`config.mk`:
```
export PLATFORM = sky130hd
export DESIGN_NAME = orr_exec
export DESIGN_NICKNAME = d
export VERILOG_FILES = /design/src/rtl/orr_pkg.sv /design/src/rtl/orr_alu_if.sv /design/src/rtl/orr_alu.sv /design/src/rtl/orr_exec.sv
export VERILOG_INCLUDE_DIRS = /design/src /design/src/rtl
export SDC_FILE = /design/constraint.sdc
export NUM_CORES = 1
export LEC_CHECK = 0
export ABC_AREA = 1
export BUFFER_PORTS_ARGS = -buffer_cell sky130_fd_sc_hd__buf_2
export CORE_ASPECT_RATIO = 0.7
export CORE_MARGIN = 2
export CORE_UTILIZATION = 25
export CTS_BUF_LIST = sky130_fd_sc_hd__clkbuf_8
export DETAILED_ROUTE_END_ITERATION = 8
export PLACE_DENSITY = 0.37
export SYNTH_ARGS = -nofsm -noshare
export SYNTH_HDL_FRONTEND = slang
export SYNTH_SLANG_ARGS = --single-unit
```
`constraint.sdc`:
```
create_clock -name core_clk -period 2.55 [get_ports core_clk]
set_input_delay 0.255 -clock core_clk [delete_from_list [all_inputs] [get_ports core_clk]]
set_output_delay 0.255 -clock core_clk [all_outputs]
set_load 0.01 [all_outputs]
```
`src/rtl/orr_params.svh`:
```
// Constants for the OR / return / rotate execution block.
// Assumes an 8-bit data path and a small hardware return stack.
`ifndef ORR_PARAMS_SVH
`define ORR_PARAMS_SVH
`define ORR_PC_W 12
`define ORR_SP_W 3
`define ORR_STACK_DEPTH 8
`define ORR_SP_ONE 3'h1
`define ORR_SP_RST 3'h0
`define ORR_PC_RST 12'h000
`define ORR_INT_VECTOR 12'h004
`define ORR_WREG_RST 8'h00
`define ORR_ZERO_RST 1'b0
`define ORR_MIE_RST 1'b0
`endif

```
`src/rtl/orr_pkg.sv`:
```
// Types and shared helpers for the OR / return / rotate block.
// Assumes nothing beyond an 8-bit data path.
`default_nettype none
package orr_pkg;
  // Instruction selector presented with each request
  typedef enum logic [2:0] {
    OP_NONE, OP_OR_IMM, OP_OR_MEM, OP_RET,
    OP_RET_IMM, OP_INTERRUPT_RETURN, OP_RL_MEM, OP_RL_WREG
  } orr_op_t;
  // Sequencer states
  typedef enum logic {ST_RUN, ST_IRQ_CHECK} orr_state_t;
  // Rotate left by one, bit 7 wraps into bit 0
  function automatic logic [7:0] rotl(input logic [7:0] v);
    rotl = {v[6:0], v[7]};
  endfunction
  // Zero detect for the zero flag
  function automatic logic is_zero(input logic [7:0] v);
    is_zero = (v == 8'h00);
  endfunction
endpackage
`default_nettype wire

```
`src/rtl/orr_alu_if.sv`:
```
// Interface between the sequencer and its result datapath.
// Assumes both ends share core_clk.
`timescale 1ns/100ps
`default_nettype none
interface orr_alu_if;
  orr_pkg::orr_op_t op; // Instruction being executed
  logic [7:0] wreg; // Working register value
  logic [7:0] imm; // Immediate operand
  logic [7:0] mem; // Addressed data memory byte
  logic [7:0] res; // Result byte
  logic wr_wreg; // Result goes to the working register
  logic wr_mem; // Result goes to data memory
  logic wr_zero; // Zero flag follows the result
  modport alu (input op, wreg, imm, mem,
    output res, wr_wreg, wr_mem, wr_zero);
  modport core (output op, wreg, imm, mem,
    input res, wr_wreg, wr_mem, wr_zero);
endinterface
`default_nettype wire

```
`src/rtl/orr_alu.sv`:
```
// Result datapath: computes the byte and where it goes.
// Assumes the sequencer supplies operands in the request cycle.
`timescale 1ns/100ps
`default_nettype none
module orr_alu (
  orr_alu_if.alu a
);
  // Pure combinational decode of result and destinations
  always_comb
  begin
    a.res = 8'h00;
    a.wr_wreg = 1'b0;
    a.wr_mem = 1'b0;
    a.wr_zero = 1'b0;
    case (a.op)
      orr_pkg::OP_OR_IMM:
      begin
        a.res = a.wreg | a.imm;
        a.wr_wreg = 1'b1;
        a.wr_zero = 1'b1;
      end
      orr_pkg::OP_OR_MEM:
      begin
        a.res = a.wreg | a.mem;
        a.wr_mem = 1'b1;
        a.wr_zero = 1'b1;
      end
      orr_pkg::OP_RET_IMM:
      begin
        // Flags untouched, only the register loads
        a.res = a.imm;
        a.wr_wreg = 1'b1;
      end
      orr_pkg::OP_RL_MEM:
      begin
        a.res = orr_pkg::rotl(a.mem);
        a.wr_mem = 1'b1;
      end
      orr_pkg::OP_RL_WREG:
      begin
        a.res = orr_pkg::rotl(a.mem);
        a.wr_wreg = 1'b1;
      end
      default:
      begin
        a.res = 8'h00;
      end
    endcase
  end
endmodule // orr_alu
`default_nettype wire

```
`src/rtl/orr_exec.sv`:
```
// Execution unit for OR, subroutine/interrupt return and rotate left.
// Assumes data memory reads arrive combinationally with the request,
// and that irq_pending comes from logic on core_clk.
`timescale 1ns/100ps
`default_nettype none
`include "orr_params.svh"
// How it works
// - OR immediate into wreg, zero only
// - OR wreg into memory byte, zero only
// - Plain return pops PC, flags kept
// - Return pops PC and loads immediate
// - Interrupt return pops PC, enables interrupts
// - Pending interrupt serviced before resuming
// - Rotate memory left, no flags touched
// - Rotate into wreg, memory unchanged
module orr_exec (
  input wire logic core_clk,
  input wire logic rst_n,
  input wire logic clk_en,
  input wire logic op_valid,
  input wire orr_pkg::orr_op_t op_code,
  input wire logic [7:0] op_imm,
  input wire logic [7:0] op_addr,
  input wire logic [7:0] mem_rd_data,
  input wire logic call_push,
  input wire logic [`ORR_PC_W-1:0] call_ret_pc,
  input wire logic irq_pending,
  output logic op_ready,
  output logic [7:0] working_register,
  output logic zero_flag,
  output logic master_interrupt_enable,
  output logic [`ORR_PC_W-1:0] fetch_pc,
  output logic fetch_load,
  output logic irq_ack,
  output logic mem_wr_en,
  output logic [7:0] mem_wr_addr,
  output logic [7:0] mem_wr_data
);
  orr_alu_if ai (); // Link to the result datapath
  orr_pkg::orr_state_t state_ff, nxt_state; // Sequencer state
  logic [7:0] wreg_ff, nxt_wreg; // Working register
  logic zero_ff, nxt_zero; // Zero flag
  logic mie_ff, nxt_mie; // Master interrupt enable
  logic [`ORR_PC_W-1:0] pc_ff, nxt_pc; // Fetch address
  logic pc_load_ff, nxt_pc_load; // Fetch redirect pulse
  logic ack_ff, nxt_ack; // Interrupt taken pulse
  logic mwe_ff, nxt_mwe; // Memory write strobe
  logic [7:0] mwa_ff, nxt_mwa; // Memory write address
  logic [7:0] mwd_ff, nxt_mwd; // Memory write data
  logic [`ORR_SP_W-1:0] sp_ff, nxt_sp; // Stack pointer, next free
  // Return stack; wraps on overflow like a small MCU stack
  logic [`ORR_PC_W-1:0] stack_ff [`ORR_STACK_DEPTH];
  logic stk_we; // Stack write enable
  logic [`ORR_SP_W-1:0] stk_wa; // Stack write slot
  logic [`ORR_PC_W-1:0] stk_wd; // Stack write value
  logic [`ORR_PC_W-1:0] stack_top; // Entry a pop would return
  logic take; // Request accepted this cycle

  orr_alu u_alu (
    .a(ai)
  );

  // Operands handed to the datapath
  assign ai.op = op_code;
  assign ai.wreg = wreg_ff;
  assign ai.imm = op_imm;
  assign ai.mem = mem_rd_data;
  assign stack_top = stack_ff[sp_ff - `ORR_SP_ONE];
  // Stalled while the post-return interrupt check runs
  assign op_ready = (state_ff == orr_pkg::ST_RUN);
  assign take = op_valid && op_ready;

  // Next-state logic for the whole sequencer
  always_comb
  begin
    nxt_state = state_ff;
    nxt_wreg = wreg_ff;
    nxt_zero = zero_ff;
    nxt_mie = mie_ff;
    nxt_pc = pc_ff;
    nxt_sp = sp_ff;
    nxt_pc_load = 1'b0;
    nxt_ack = 1'b0;
    nxt_mwe = 1'b0;
    nxt_mwa = mwa_ff;
    nxt_mwd = mwd_ff;
    stk_we = 1'b0;
    stk_wa = sp_ff;
    stk_wd = call_ret_pc;
    case (state_ff)
      orr_pkg::ST_RUN:
      begin
        if (take)
        begin
          // Destination steering from the datapath
          if (ai.wr_wreg)
          begin
            nxt_wreg = ai.res;
          end
          if (ai.wr_mem)
          begin
            nxt_mwe = 1'b1;
            nxt_mwa = op_addr;
            nxt_mwd = ai.res;
          end
          if (ai.wr_zero)
          begin
            nxt_zero = orr_pkg::is_zero(ai.res);
          end
          // All three returns pop; none touch the zero flag, and interrupt return sets the master interrupt enable
          if (op_code == orr_pkg::OP_RET ||
              op_code == orr_pkg::OP_RET_IMM ||
              op_code == orr_pkg::OP_INTERRUPT_RETURN)
          begin
            nxt_sp = sp_ff - `ORR_SP_ONE;
            nxt_pc = stack_top;
            nxt_pc_load = 1'b1;
          end
          if (op_code == orr_pkg::OP_INTERRUPT_RETURN)
          begin
            nxt_mie = 1'b1;
            nxt_state = orr_pkg::ST_IRQ_CHECK;
          end
        end
        else if (call_push)
        begin
          // Calls come from outside; any request taken in the same cycle wins
          stk_we = 1'b1;
          nxt_sp = sp_ff + `ORR_SP_ONE;
        end
      end
      orr_pkg::ST_IRQ_CHECK:
      begin
        nxt_state = orr_pkg::ST_RUN;
        // A waiting interrupt goes first; the popped PC is pushed
        // back so its routine returns to the main program.
        if (irq_pending && mie_ff)
        begin
          stk_we = 1'b1;
          stk_wd = pc_ff;
          nxt_sp = sp_ff + `ORR_SP_ONE;
          nxt_pc = `ORR_INT_VECTOR;
          nxt_pc_load = 1'b1;
          nxt_mie = 1'b0;
          nxt_ack = 1'b1;
        end
      end
      default:
      begin
        nxt_state = orr_pkg::ST_RUN;
      end
    endcase
  end

  // State registers; clk_en low freezes everything
  always_ff @(posedge core_clk or negedge rst_n)
  begin
    if (!rst_n)
    begin
      state_ff <= orr_pkg::ST_RUN;
      wreg_ff <= `ORR_WREG_RST;
      zero_ff <= `ORR_ZERO_RST;
      mie_ff <= `ORR_MIE_RST;
      pc_ff <= `ORR_PC_RST;
      sp_ff <= `ORR_SP_RST;
      pc_load_ff <= 1'b0;
      ack_ff <= 1'b0;
      mwe_ff <= 1'b0;
      mwa_ff <= 8'h00;
      mwd_ff <= 8'h00;
    end
    else if (clk_en)
    begin
      state_ff <= nxt_state;
      wreg_ff <= nxt_wreg;
      zero_ff <= nxt_zero;
      mie_ff <= nxt_mie;
      pc_ff <= nxt_pc;
      sp_ff <= nxt_sp;
      pc_load_ff <= nxt_pc_load;
      ack_ff <= nxt_ack;
      mwe_ff <= nxt_mwe;
      mwa_ff <= nxt_mwa;
      mwd_ff <= nxt_mwd;
    end
  end

  // Stack storage, written one slot at a time
  always_ff @(posedge core_clk or negedge rst_n)
  begin
    if (!rst_n)
    begin
      for (int i = 0; i < `ORR_STACK_DEPTH; i++)
      begin
        stack_ff[i] <= `ORR_PC_RST;
      end
    end
    else if (clk_en && stk_we)
    begin
      stack_ff[stk_wa] <= stk_wd;
    end
  end

  // Outputs straight from flip-flops
  assign working_register = wreg_ff;
  assign zero_flag = zero_ff;
  assign master_interrupt_enable = mie_ff;
  assign fetch_pc = pc_ff;
  assign fetch_load = pc_load_ff;
  assign irq_ack = ack_ff;
  assign mem_wr_en = mwe_ff;
  assign mem_wr_addr = mwa_ff;
  assign mem_wr_data = mwd_ff;
endmodule // orr_exec
`default_nettype wire

```
Yosys cells after proc, flatten, opt, wreduce, memory -nomap -nowiden --
Cells that the tools add are included.
Operators by class: add/sub/neg operators 2, multiply operators 0, div/mod/pow operators 0, magnitude comparators 3, eq/ne operators 13, shift operators 0, mux-type cells 39, bitwise logic cells 5, reduce and logical (&&, ||, !) cells 17
Operator list (count):
- 96-bit bitwise mux | 1
- 12-bit 2-to-1 mux | 8
- 12-bit binary-select mux with 3-bit select | 1
- 12-bit demux with 3-bit select | 1
- 8-bit case mux with 4 select lines | 1
- 12-bit case mux with 2 select lines | 1
- 4-bit AND reduction | 6
- 1-bit 2-to-1 mux | 17
- 8-bit bitwise OR | 2
- 3-bit equality test, second input constant | 4
- 3-bit 2-to-1 mux | 4
- 4-bit greater-or-equal comparator, second input constant | 2
- 8-bit zero test | 1
- 2-bit by 1-bit inequality test with 1-bit output, second input constant | 4
- 3-bit NOT with 4-bit output | 2
- 1-bit case mux with 2 select lines | 4
- 3-bit by 2-bit equality test with 1-bit output, second input constant | 2
- 3-bit by 2-bit inequality test with 1-bit output, second input constant | 2
- 3-bit case mux with 2 select lines | 1
- 2-bit OR reduction | 3
- 1-bit logical AND | 4
- 4-bit by 1-bit < comparator with 1-bit output, second input constant | 1
- 3-bit by 1-bit adder with 3-bit output, second input constant | 1
- 3-bit by 1-bit equality test with 1-bit output, second input constant | 1
- 4 further kinds | 5
Word-level totals: register bits 141, latch bits 0, RAM bits 0, ROM bits 0, bits of input ports 45, word-level logic and storage cells 98, memories kept 0

Longest topological paths before layout --
Gate-level depths: netlist of the first run.
depth in word-level cells 8, gate-level depth with buffers 13

Modules after synthesis --
Synthesis of the first run repeated with hierarchy kept, for this count alone.
Second synthesis, totals: cells, all modules 1008, area, all modules 7320.8 µm²
Modules (own cells, without submodules):
- orr_exec | times used 1, cells an instance 921, area an instance 6927.9 µm², sequential area each 3528.4 µm²
- orr_alu | times used 1, cells an instance 87, area an instance 392.9 µm², sequential area each 0.0 µm²

Worst setup path before layout of the first run --
OpenSTA, ideal clock, no wires.
path kind reg2reg, start point register sp_ff[0], end point register pc_ff[2], in the netlist fetch_pc[2], library setup time 120 ps, arrival 2020 ps, required time 2430 ps, path slack 410 ps, stages on the path, launching flop included 14, path buffers 5, clock period less this slack 2140 ps, path through dfrtp_1 -> buf_4 -> inv_1 -> buf_2 -> buf_2 -> ha_1 -> buf_2 -> inv_1 -> buf_2 -> nand3_1 -> nand3_1 -> nand3_1 -> o21ai_0 -> inv_1
On the way: word-level cells in the longest chain between the ends 8
RTL lines:
- start: declaration | RTL line orr_exec.sv:50 | logic [`ORR_SP_W-1:0] sp_ff, nxt_sp;
- start signal: assignment | RTL line orr_exec.sv:165 | sp_ff <= `ORR_SP_RST;
- start signal: assignment | RTL line orr_exec.sv:179 | sp_ff <= nxt_sp;
- 3-bit by 1-bit subtractor with 3-bit output (no line)
- 3-bit NOT with 4-bit output | RTL line orr_exec.sv:68 | assign stack_top = stack_ff[sp_ff - `ORR_SP_ONE];
- 12-bit binary-select mux with 3-bit select | RTL line orr_exec.sv:68
- 12-bit 2-to-1 mux (2 in series) | RTL line orr_exec.sv:68
- 12-bit 2-to-1 mux | RTL line orr_exec.sv:111 | if (op_code == orr_pkg::OP_RET ||
- 12-bit 2-to-1 mux | RTL line orr_exec.sv:93 | if (take)
- 12-bit case mux with 2 select lines | RTL line orr_exec.sv:90 | case (state_ff)
- end signal: assignment | RTL line orr_exec.sv:164 | pc_ff <= `ORR_PC_RST;
- end signal: assignment | RTL line orr_exec.sv:178 | pc_ff <= nxt_pc;
- end: declaration | RTL line orr_exec.sv:44 | logic [`ORR_PC_W-1:0] pc_ff, nxt_pc;
No other way between the ends. The select of a mux whose other input is x is not followed. A chain may end at the register's enable or synchronous reset.

Final worst setup path of the first run --
start point register sp_ff[1], end point register pc_ff[2], in the netlist fetch_pc[2]
The elaborated chain is that of the path after synthesis.

==> results of run 1 <==
-- worst reg2reg max path: stages, from the launching register on --
cell and delay [ns]:
dfrtp_1 0.44, inv_1 0.11, ha_1 0.20, xnor2_1 0.14, inv_1 0.43, nand3_1 0.24
nand3_1 0.15, o21ai_0 0.09, inv_1 0.07
-- cells in the final DEF (no fill, tap or decap), types with 3 or more instances in the layout --
cell type | synthesis | final
nor2_4 | 7 | 7
buf_2 | 21 | 85
o21ai_0 | 104 | 104
a21oi_1 | 40 | 40
o21ai_1 | 8 | 8
inv_2 | 5 | 5
nand3_1 | 51 | 51
nor2_2 | 7 | 7
a31oi_1 | 3 | 3
dfrtp_1 | 141 | 140
o211ai_1 | 11 | 11
mux2_1 | 9 | 9
nand2_1 | 178 | 178
mux2_2 | 41 | 41
clkbuf_8 | 0 | 20
inv_1 | 92 | 92
clkinv_2 | 0 | 5
nor2_1 | 21 | 21
buf_4 | 3 | 18
dlygate4sd3_1 | 0 | 10
o21ai_2 | 12 | 12
-- routing by layer --
| metal | vias to the layer above | share of wire | track usage |
|---|---|---|---|
| met5 | - | 0 | 0 |
| met3 | 10 | 0.031 | 0.0290 |
| met2 | 76 | 0.42 | 0.210 |
| met4 | 0 | 0.011 | 0.0426 |
| li1 | 2753 | - | - |
| met1 | 2662 | 0.54 | 0.239 |
-- through the flow --
stage                     instances  instance area [um^2]  worst slack, ns   util
final                          1257                  8260            0.630  0.306
after global routing           1257                  8260            0.453  0.306
after global placement         1216                  7770            0.599  0.288
after floorplan                 786                  6920            0.410      -
after CTS                      1257                  8260            0.635  0.306
after detailed placement       1216                  7770            0.646  0.288
-- layout make-up --
class,instances,share of cell area
Clock inverter,11,0.0142
Tap cell,364,0.0551
Clock buffer,20,0.0333
Timing Repair Buffer,116,0.0862
Multi-Input combinational cell,508,0.340
Sequential cell,141,0.427
Inverter,97,0.0441
-- kinds of logic (layout without fill, tap and decap cells) --
group	Yosys count	after routing	synth area share
xor gates and xnor gates	3	3	0.00380
AOI/OAI and AO/OA	182	182	0.144
adders and majority gates	2	2	0.00362
buffers and inverters	137	244	0.0841
DFF	141	141	0.510
muxes	50	50	0.0814
and+or+nand+nor	271	271	0.173
-- repair_timing --
item,in CTS,in global routing
hold buffers,10,0
buffers inserted,0,0
hold endpoints to repair,66,0
-- power by group through the flow --
| stage | clock network (mW) | registers (mW) | logic, mW |
|---|---|---|---|
| floorplan | 0 | 3.57 | 2.44 |
| global placement | 0 | 3.58 | 3.82 |
| detailed placement | 0 | 3.57 | 3.80 |
| CTS | 1.93 | 3.53 | 3.82 |
| global route | 2.03 | 3.65 | 4.32 |
| finish | 1.84 | 3.52 | 3.77 |
-- flip-flops by register name, summed over array words and instances, names as in the netlist --
register                 cells
fetch_load                   1
mem_wr_addr                  8
zero_flag                    1
state_ff                     1
stack_ff                    96
irq_ack                      1
fetch_pc                    12
master_interrupt_enable      1
working_register             8
mem_wr_en                    1
mem_wr_data                  8
sp_ff                        3
-- path summary, 6_finish.rpt --
check	startpoint	endpoint	slack, ns	depth (start not counted)
max	sp_ff[1]	fetch_pc[2]	0.63	8
min	op_code[0]	master_interrupt_enable	0.18	3
max reg2reg	sp_ff[1]	fetch_pc[2]	0.63	8
min reg2reg	mem_wr_addr[3]	mem_wr_addr[3]	0.47	2
max in group asynchronous	rst_n	sp_ff[2]	1.46	3
min in group asynchronous	rst_n	mem_wr_addr[6]	0.35	2
==> results.py, run 1 <==
metrics = {
    "power_and_ir_drop": {
        "power.density_nw_per_um2": 1110,
        "irDropWorstVdd_mv": 0.637,
        "leakage_nw": 4.00,
        "power.share.clock": 0.202,
        "comb_power_share": 0.412,
        "total_power_mw": 9.14,
        "p_switching_mw": 3.68,
        "switching_share": 0.402,
        "pwr-share-seq": 0.386,
        "p_int_mw": 5.46,
    },
    "clocking": {
        "cts_resized": 0,
        "cts.sink_count": 141,
        "clock_path_buffers": 2,
        "clock_latency_ns": 0.46,
        "worst_setup_hold_path_clk_slew_ns": 0.08,
        "cts_tree": "yes",
        "cts-root-buf": "clkbuf_8",
        "htree_levels": 4,
        "cts_made_buffers": 17,
    },
    "floorplan": {
        "die_y_um": 143,
        "ios": 87,
        "dieArea_um2": 29000,
        "initial_core_util": 0.257,
        "fp.coreArea_um2": 27000,
        "die_w_um": 203,
        "rows": 50,
    },
    "finish": {
        "syn_to_final_growth_pct": 19.4,
        "regArea_um2": 3530,
        "multi_input_area_um2": 2810,
        "drive_above_1_share": 0.244,
        "nets": 928,
        "antenna_cells": 0,
        "fill_cells": 2874,
    },
    "routing": {
        "routed_wl_um": 20800,
        "via_per_inst": 4.38,
        "drt_first_iter_violations": 300,
        "wl_per_cell_um": 16.5,
        "vias": 5501,
        "drcViolationCount": 0,
        "ant_nets": 0,
        "drtPass1Iterations": 5,
    },
    "timing": {
        "min_period_ns": 1.92,
        "slew_viol_final": 0,
        "rsz0062_at_grt": "false",
        "fin_tns_setup_ns": 0,
        "fmax_mhz": 521,
        "post-route-period-util": 0.753,
        "whs_ns": 0.178,
        "tightestPinTransition_ns": 0.651,
        "slew_headroom": 0.566,
        "skew_ns": 0.0120,
        "finalSetupViolations": 0,
        "hold_violations": 0,
    },
    "synthesis": {
        "ys_ff_latch": 141,
        "synth_top_area_cell": "dfrtp_1",
        "async_flop_share": 1.00,
        "syn-instance-count": 786,
        "syn-num-nets": 833,
        "synth_top_area_frac": 0.510,
        "synthTopCellsByArea": "dfrtp_1 (51%), nand2_1 (9.7%), o21ai_0 (7.5%), mux2_2 (6.7%), inv_1 (5.0%)",
        "synth_seq_area_share": 0.510,
        "avgSynthCellArea_um2": 8.80,
        "synthTopCellsByCount": "nand2_1 (178), dfrtp_1 (141), o21ai_0 (104)",
        "ys_types": 31,
        "synth_ff_type": "dfrtp_1",
        "yosysMostFrequentCell": "nand2_1",
        "synth-edff-count": 0,
        "yosysWarnings": 0,
        "netlist_area_um2": 6920,
    },
    "worst_setup_path": {
        "worst_setup_path_end_kind": "flop",
        "worstSetupPathType": "reg2reg",
        "cpMostUsedCell": "inv_1",
        "cp.required_ns": 2.94,
        "worst-path-max-fanout": 12,
        "crit_chain": "inv_1 > ha_1 > xnor2_1 > inv_1 > nand3_1 > nand3_1 > o21ai_0 > inv_1",
        "worst_setup_path_start_kind": "flop",
        "crit_path_max_incr_delay_ns": 0.44,
        "crit_family": "buffers and inverters",
        "critPathSlowestCell": "dfrtp_1",
        "path_buf_inv": 3,
        "cp.arrival_ns": 2.31,
    },
    "global_route": {
        "grt_pass1_wl_um": 33300,
        "grt_max_degree": 63,
        "grt-ovfl-total": 0,
        "grt_pass1_vias": 5425,
        "grt.total_usage": 0.153,
        "antenna_found_initial": 0,
    },
    "placement": {
        "portBuffers": 86,
        "place.detailed.hpwl_um": 14400,
        "place_congestion": 0.757,
    },
    "hold_path": {
        "hp-class": "in2reg",
    },
    "job": {
        "maxCapViolations": 0,
    },
    "status": {
        "status": "finished, final reports clean",
    },
}
Power figures use the tool's default switching activity.
==> inputs of run 2 (changes only) <==
--- a/config.mk
+++ b/config.mk
@@ -6,7 +6,7 @@
 export SDC_FILE = /design/constraint.sdc
 export NUM_CORES = 1
 export LEC_CHECK = 0
-export ABC_AREA = 1
+export ABC_AREA = 0
 export BUFFER_PORTS_ARGS = -buffer_cell sky130_fd_sc_hd__buf_2
 export CORE_ASPECT_RATIO = 0.7
 export CORE_MARGIN = 2
==> constraint.sdc (replaced) <==
create_clock -name core_clk -period 1.8 [get_ports core_clk]
set_input_delay 0.18 -clock core_clk [delete_from_list [all_inputs] [get_ports core_clk]]
set_output_delay 0.18 -clock core_clk [all_outputs]
set_load 0.01 [all_outputs]
==> results.py, run 2 <==
metrics = {
    "power_and_ir_drop": {
        "power.density_nw_per_um2": 1500,
        "p_int_mw": 8.03,
        "switching_share": 0.349,
        "leakage_nw": 3.74,
        "comb_power_share": 0.385,
        "power.share.clock": 0.203,
        "total_power_mw": 12.3,
        "irDropWorstVdd_mv": 0.645,
        "pwr-share-seq": 0.412,
        "p_switching_mw": 4.30,
    },
    "global_route": {
        "grt_pass1_wl_um": 29400,
        "grt_max_degree": 56,
        "grt.total_usage": 0.146,
        "grt-ovfl-total": 0,
        "grt_pass1_vias": 4823,
        "antenna_found_initial": 0,
    },
    "finish": {
        "final_common_cell": "dfrtp_1",
        "finish.utilization": 0.330,
        "syn_to_final_growth_pct": 28.3,
        "antenna_cells": 0,
        "mostFrequentLayoutCells": "dfrtp_1 (140), nand2_1 (121), buf_2 (85), o21ai_0 (80), buf_4 (47)",
        "final_cells": 1074,
        "largest_register": "stack_ff",
        "largest_reg_flops": 96,
        "fill_cells": 2588,
        "design_area_um2": 8220,
        "drive_above_1_share": 0.311,
        "nets": 783,
    },
    "timing": {
        "post-route-period-util": 0.960,
        "min_period_ns": 1.73,
        "whs_ns": 0.0986,
        "slew_headroom": 0.657,
        "rsz0062_at_grt": "true",
        "finalSetupViolations": 0,
        "hold_violations": 0,
        "fin_ws_ns": 0.0719,
        "fmax_mhz": 579,
        "slew_viol_final": 0,
        "skew_ns": 0.0141,
        "fin_tns_setup_ns": 0,
        "tightestPinTransition_ns": 0.509,
    },
    "routing": {
        "ant_nets": 0,
        "via_per_inst": 4.56,
        "drt_first_iter_violations": 231,
        "vias": 4896,
        "drcViolationCount": 0,
        "wl_per_cell_um": 17.4,
        "drtPass1Iterations": 6,
        "routed_wl_um": 18700,
    },
    "worst_setup_path": {
        "ff2ff_setup_slack_ns": 0.07,
        "cp.arrival_ns": 2.07,
        "worstSetupPathType": "reg2reg",
        "cp.required_ns": 2.14,
        "worst_setup_path_start_kind": "flop",
        "worst_setup_path_end_kind": "flop",
        "reg2regPathDepth": 6,
        "r2r-start": "state_ff",
        "worst-path-max-fanout": 24,
        "reg2reg_to": "stack_ff[38]",
    },
    "placement": {
        "place_congestion": 0.733,
        "pre_cts_ws_ns": 0.0289,
        "dp.cells": 1031,
        "place_area_um2": 7690,
        "place.detailed.hpwl_um": 12700,
        "portBuffers": 86,
    },
    "clocking": {
        "clock_path_buffers": 2,
        "htree_levels": 4,
        "clock_latency_ns": 0.46,
        "cts-root-buf": "clkbuf_8",
        "cts_made_buffers": 17,
        "cts_tree": "yes",
        "worst_setup_hold_path_clk_slew_ns": 0.09,
        "cts.sink_count": 141,
    },
    "hold_path": {
        "worstHoldStart": "op_imm[7]",
        "min_to": "zero_flag",
        "hp-class": "in2reg",
        "worstHoldPathCells": 4,
    },
    "floorplan": {
        "die_w_um": 195,
        "initial_core_util": 0.257,
        "dieArea_um2": 26900,
        "ios": 87,
        "die_y_um": 138,
        "fp.coreArea_um2": 24900,
        "rows": 48,
    },
    "synthesis": {
        "netlist_area_um2": 6410,
        "async_flop_share": 1.00,
        "yosysMostFrequentCell": "dfrtp_1",
        "syn-num-nets": 653,
        "yosysWarnings": 0,
        "synth-edff-count": 0,
        "synth_seq_area_share": 0.551,
        "avgSynthCellArea_um2": 10.6,
        "synth_ff_type": "dfrtp_1",
        "ys_ff_latch": 141,
        "ys_types": 47,
        "synth_top_area_cell": "dfrtp_1",
        "synthTopCellsByArea": "dfrtp_1 (55%), mux4_2 (8.4%), o21ai_0 (7.3%), nand2_1 (7.1%), mux2i_1 (3.6%)",
        "synth_top_area_frac": 0.551,
        "synthTopCellsByCount": "dfrtp_1 (141), nand2_1 (122), o21ai_0 (93)",
        "syn-instance-count": 606,
    },
    "status": {
        "status": "finished, final reports clean",
    },
    "job": {
        "maxCapViolations": 0,
    },
}
run 2: changes by cell type in the layout (fill, tap and decap cells not counted), sizes merged, moves of 8 or more:
| cell | change |
|---|---|
| nand2 | -60 |
| mux4 | +24 |
| a21oi | -25 |
| buf | +42 |
| nand3b | +8 |
| mux2 | -40 |
| inv | -81 |
| nor2 | -13 |
| o211ai | -9 |
| nand3 | -49 |
| mux2i | +23 |
run 2: area by class of cell:
| cell class | instances | area [um^2] | share of cell area |
|---|---|---|---|
| Clock buffer | 18 | 248 | 0.0301 |
| Timing Repair Buffer | 158 | 1160 | 0.142 |
| Multi-Input combinational cell | 407 | 2690 | 0.327 |
| Tap cell | 325 | 407 | 0.0495 |
| Clock inverter | 14 | 135 | 0.0164 |
| Sequential cell | 141 | 3530 | 0.429 |
| Inverter | 11 | 46.3 | 0.00563 |
run 2: how the worst max path moves through the flow:
| stage | slack [ns] | to | start | cells past startpoint |
|---|---|---|---|---|
| detailed placement | 0.03 | stack_ff[38] | state_ff | 6 |
| floorplan | -0.06 | fetch_pc[0] | sp_ff[0] | 9 |
| global placement | 0.07 | stack_ff[11] | state_ff | 4 |
| CTS | 0.01 | stack_ff[6] | state_ff | 5 |
| global route | -0.02 | stack_ff[58] | state_ff | 6 |
| finish | 0.07 | stack_ff[38] | state_ff | 6 |
run 2: timing repair:
| item | in CTS | in global routing |
|---|---|---|
| setup buffers | 0 | 1 |
| hold buffers | 10 | 0 |
| resized for setup | 0 | 17 |
| endpoints found under the setup margin | 0 | 69 |
| endpoints found under the hold margin | 129 | 0 |
run 2: cells by family after synthesis:
logic type | share of synthesized area
xor+xnor | 0.00547
mux | 0.138
flops | 0.551
fa+ha+maj | 0.00391
compound gates | 0.139
buf+inv | 0.0373
simple gates | 0.125
run 2: routing by layer:
layer / track usage / vias up / part of all wire
li1: - / 2394 / -
met1: 0.222 / 2409 / 0.54
met2: 0.209 / 84 / 0.42
met3: 0.0275 / 9 / 0.031
met4: 0.0407 / 0 / 0.0076
met5: 0 / - / 0
run 2: critical path: stages (launching register included):
cell and delay [ns]:
dfrtp_1 0.41, nor3b_2 0.24, o21ai_2 0.14, or4b_4 0.51, buf_12 0.18, nand2_1 0.06
o21ai_0 0.07
run 2: power groups by stage:
stage	clock, mW	sequential (mW)	combinational [mW]
after CTS	2.63	5.07	4.79
after detailed placement	0	5.13	4.76
after global placement	0	5.12	4.69
after global routing	2.77	5.22	5.24
after floorplan	0	4.99	3.09
final	2.51	5.08	4.74
==> inputs of run 3 (changes only) <==
--- a/config.mk
+++ b/config.mk
@@ -14,6 +14,7 @@
 export CTS_BUF_LIST = sky130_fd_sc_hd__clkbuf_8
 export DETAILED_ROUTE_END_ITERATION = 8
 export PLACE_DENSITY = 0.37
+export SKIP_CTS_REPAIR_TIMING = 1
 export SYNTH_ARGS = -nofsm -noshare
 export SYNTH_HDL_FRONTEND = slang
 export SYNTH_SLANG_ARGS = --single-unit
==> constraint.sdc (replaced) <==
create_clock -name core_clk -period 1.8 [get_ports core_clk]
set_input_delay 0.09 -clock core_clk [delete_from_list [all_inputs] [get_ports core_clk]]
set_output_delay 0.09 -clock core_clk [all_outputs]
set_load 0.01 [all_outputs]
==> results.py, run 3 (same netlist as run 2, synthesis figures left out) <==
metrics = {
    "finish": {
        "fill_cells": 2529,
        "largest_register": "stack_ff",
        "mostFrequentLayoutCells": "dfrtp_1 (140), nand2_1 (119), buf_2 (85), o21ai_0 (78), buf_4 (52)",
        "largest_reg_flops": 96,
        "drive_above_1_share": 0.324,
        "final_cells": 1080,
        "syn_to_final_growth_pct": 30.4,
        "finish.utilization": 0.335,
        "final_common_cell": "dfrtp_1",
        "design_area_um2": 8360,
        "nets": 788,
    },
    "floorplan": {
        "ios": 87,
        "initial_core_util": 0.257,
        "dieArea_um2": 26900,
        "rows": 48,
        "fp.coreArea_um2": 24900,
        "die_w_um": 195,
        "die_y_um": 138,
    },
    "routing": {
        "routed_wl_um": 18500,
        "drcViolationCount": 0,
        "wl_per_cell_um": 17.1,
        "vias": 4991,
        "drtPass1Iterations": 4,
        "via_per_inst": 4.62,
        "drt_first_iter_violations": 297,
        "ant_nets": 0,
    },
    "timing": {
        "post-route-period-util": 0.970,
        "min_period_ns": 1.75,
        "slew_viol_final": 0,
        "rsz0062_at_grt": "true",
        "fmax_mhz": 572,
        "hold_violations": 0,
        "fin_ws_ns": 0.0531,
        "finalSetupViolations": 0,
        "tightestPinTransition_ns": 0.480,
        "skew_ns": 0.0121,
        "slew_headroom": 0.680,
    },
    "power_and_ir_drop": {
        "power.density_nw_per_um2": 1530,
        "leakage_nw": 3.81,
        "total_power_mw": 12.8,
        "irDropWorstVdd_mv": 0.598,
    },
    "job": {
        "maxCapViolations": 0,
    },
    "placement": {
        "place_congestion": 0.737,
        "dp.cells": 1035,
        "place.detailed.hpwl_um": 13000,
        "place_area_um2": 7720,
        "pre_cts_ws_ns": -0.000360,
        "portBuffers": 86,
    },
    "clocking": {
        "worst_setup_hold_path_clk_slew_ns": 0.08,
        "cts-root-buf": "clkbuf_8",
        "clock_latency_ns": 0.45,
        "clock_path_buffers": 2,
        "cts.sink_count": 141,
        "cts_tree": "yes",
        "htree_levels": 4,
        "cts_made_buffers": 17,
    },
    "worst_setup_path": {
        "cp.arrival_ns": 2.07,
        "worst_setup_path_end_kind": "flop",
        "worst_setup_path_start_kind": "flop",
        "worst-path-max-fanout": 10,
        "worstSetupPathType": "reg2reg",
        "cp.required_ns": 2.12,
    },
    "global_route": {
        "grt_pass1_vias": 4957,
        "grt-ovfl-total": 0,
        "grt_max_degree": 49,
        "grt_pass1_wl_um": 29000,
        "antenna_found_initial": 0,
        "grt.total_usage": 0.143,
    },
    "status": {
        "status": "finished, final reports clean",
    },
    "hold_path": {
        "hp-class": "in2reg",
    },
}
## run 3: cell types whose count changed in the layout (fill, tap and decap cells not counted), moves of 2 or more
cell,delta
nand2_1,-2
o21ai_0,-2
o21ai_1,+3
nand2_2,+2
bufinv_16,+2
clkinv_2,-2
clkinvlp_4,-3
buf_4,+5
inv_8,+3
## run 3: metal layers
metal | global-route usage | wire [um]
met5 | 0 | 0
met4 | 0.0339 | 131
met3 | 0.0260 | 514
met2 | 0.223 | 8410
met1 | 0.207 | 9400
## run 3: power by group
group / total [mW] / switching, mW / internal (mW)
combinational: 4.83 / 2.25 / 2.58
clock: 2.87 / 1.39 / 1.47
sequential: 5.07 / 0.725 / 4.35
## run 3: cell type report
| cell class | count | area (um^2) | share of cell area |
|---|---|---|---|
| sequential | 141 | 3530 | 0.422 |
| multi-input combinational | 407 | 2720 | 0.325 |
| timing repair buffer | 163 | 1210 | 0.145 |
| tap | 325 | 407 | 0.0487 |
| clock buffer | 18 | 248 | 0.0296 |
| clock inverter | 14 | 196 | 0.0235 |
| inverter | 11 | 46.3 | 0.00554 |
| antenna | 1 | 2.50 | 0.000299 |
## run 3: per-stage QoR
| step | setup TNS (ns) | hold slack (ns) |
|---|---|---|
| after floorplan | -0.646 | -0.206 |
| after global placement | 0 | 0.0578 |
| after detailed placement | -0.000360 | 0.0727 |
| after CTS | -0.0260 | -0.430 |
| after global routing | -0.155 | 0.0249 |
| final | 0 | 0.0150 |
## run 3: final timing paths
kind	cells past startpoint	slack [ns]	endpoint	start
worst min register to register	2	0.48	stack_ff[83]	stack_ff[83]
worst max-delay path	6	0.05	fetch_pc[3]	sp_ff[0]
worst min-delay path	4	0.01	zero_flag	op_imm[7]
worst max register to register	6	0.05	fetch_pc[3]	sp_ff[0]
min in group asynchronous	2	0.13	stack_ff[91]	rst_n
max in group asynchronous	3	1.03	stack_ff[3]	rst_n
## run 3: worst max-delay path: stages (launching register included)
cell and delay, ns:
dfrtp_2 0.47, inv_6 0.04, ha_4 0.32, buf_12 0.15, mux4_2 0.33, mux2i_2 0.22
o21ai_0 0.10
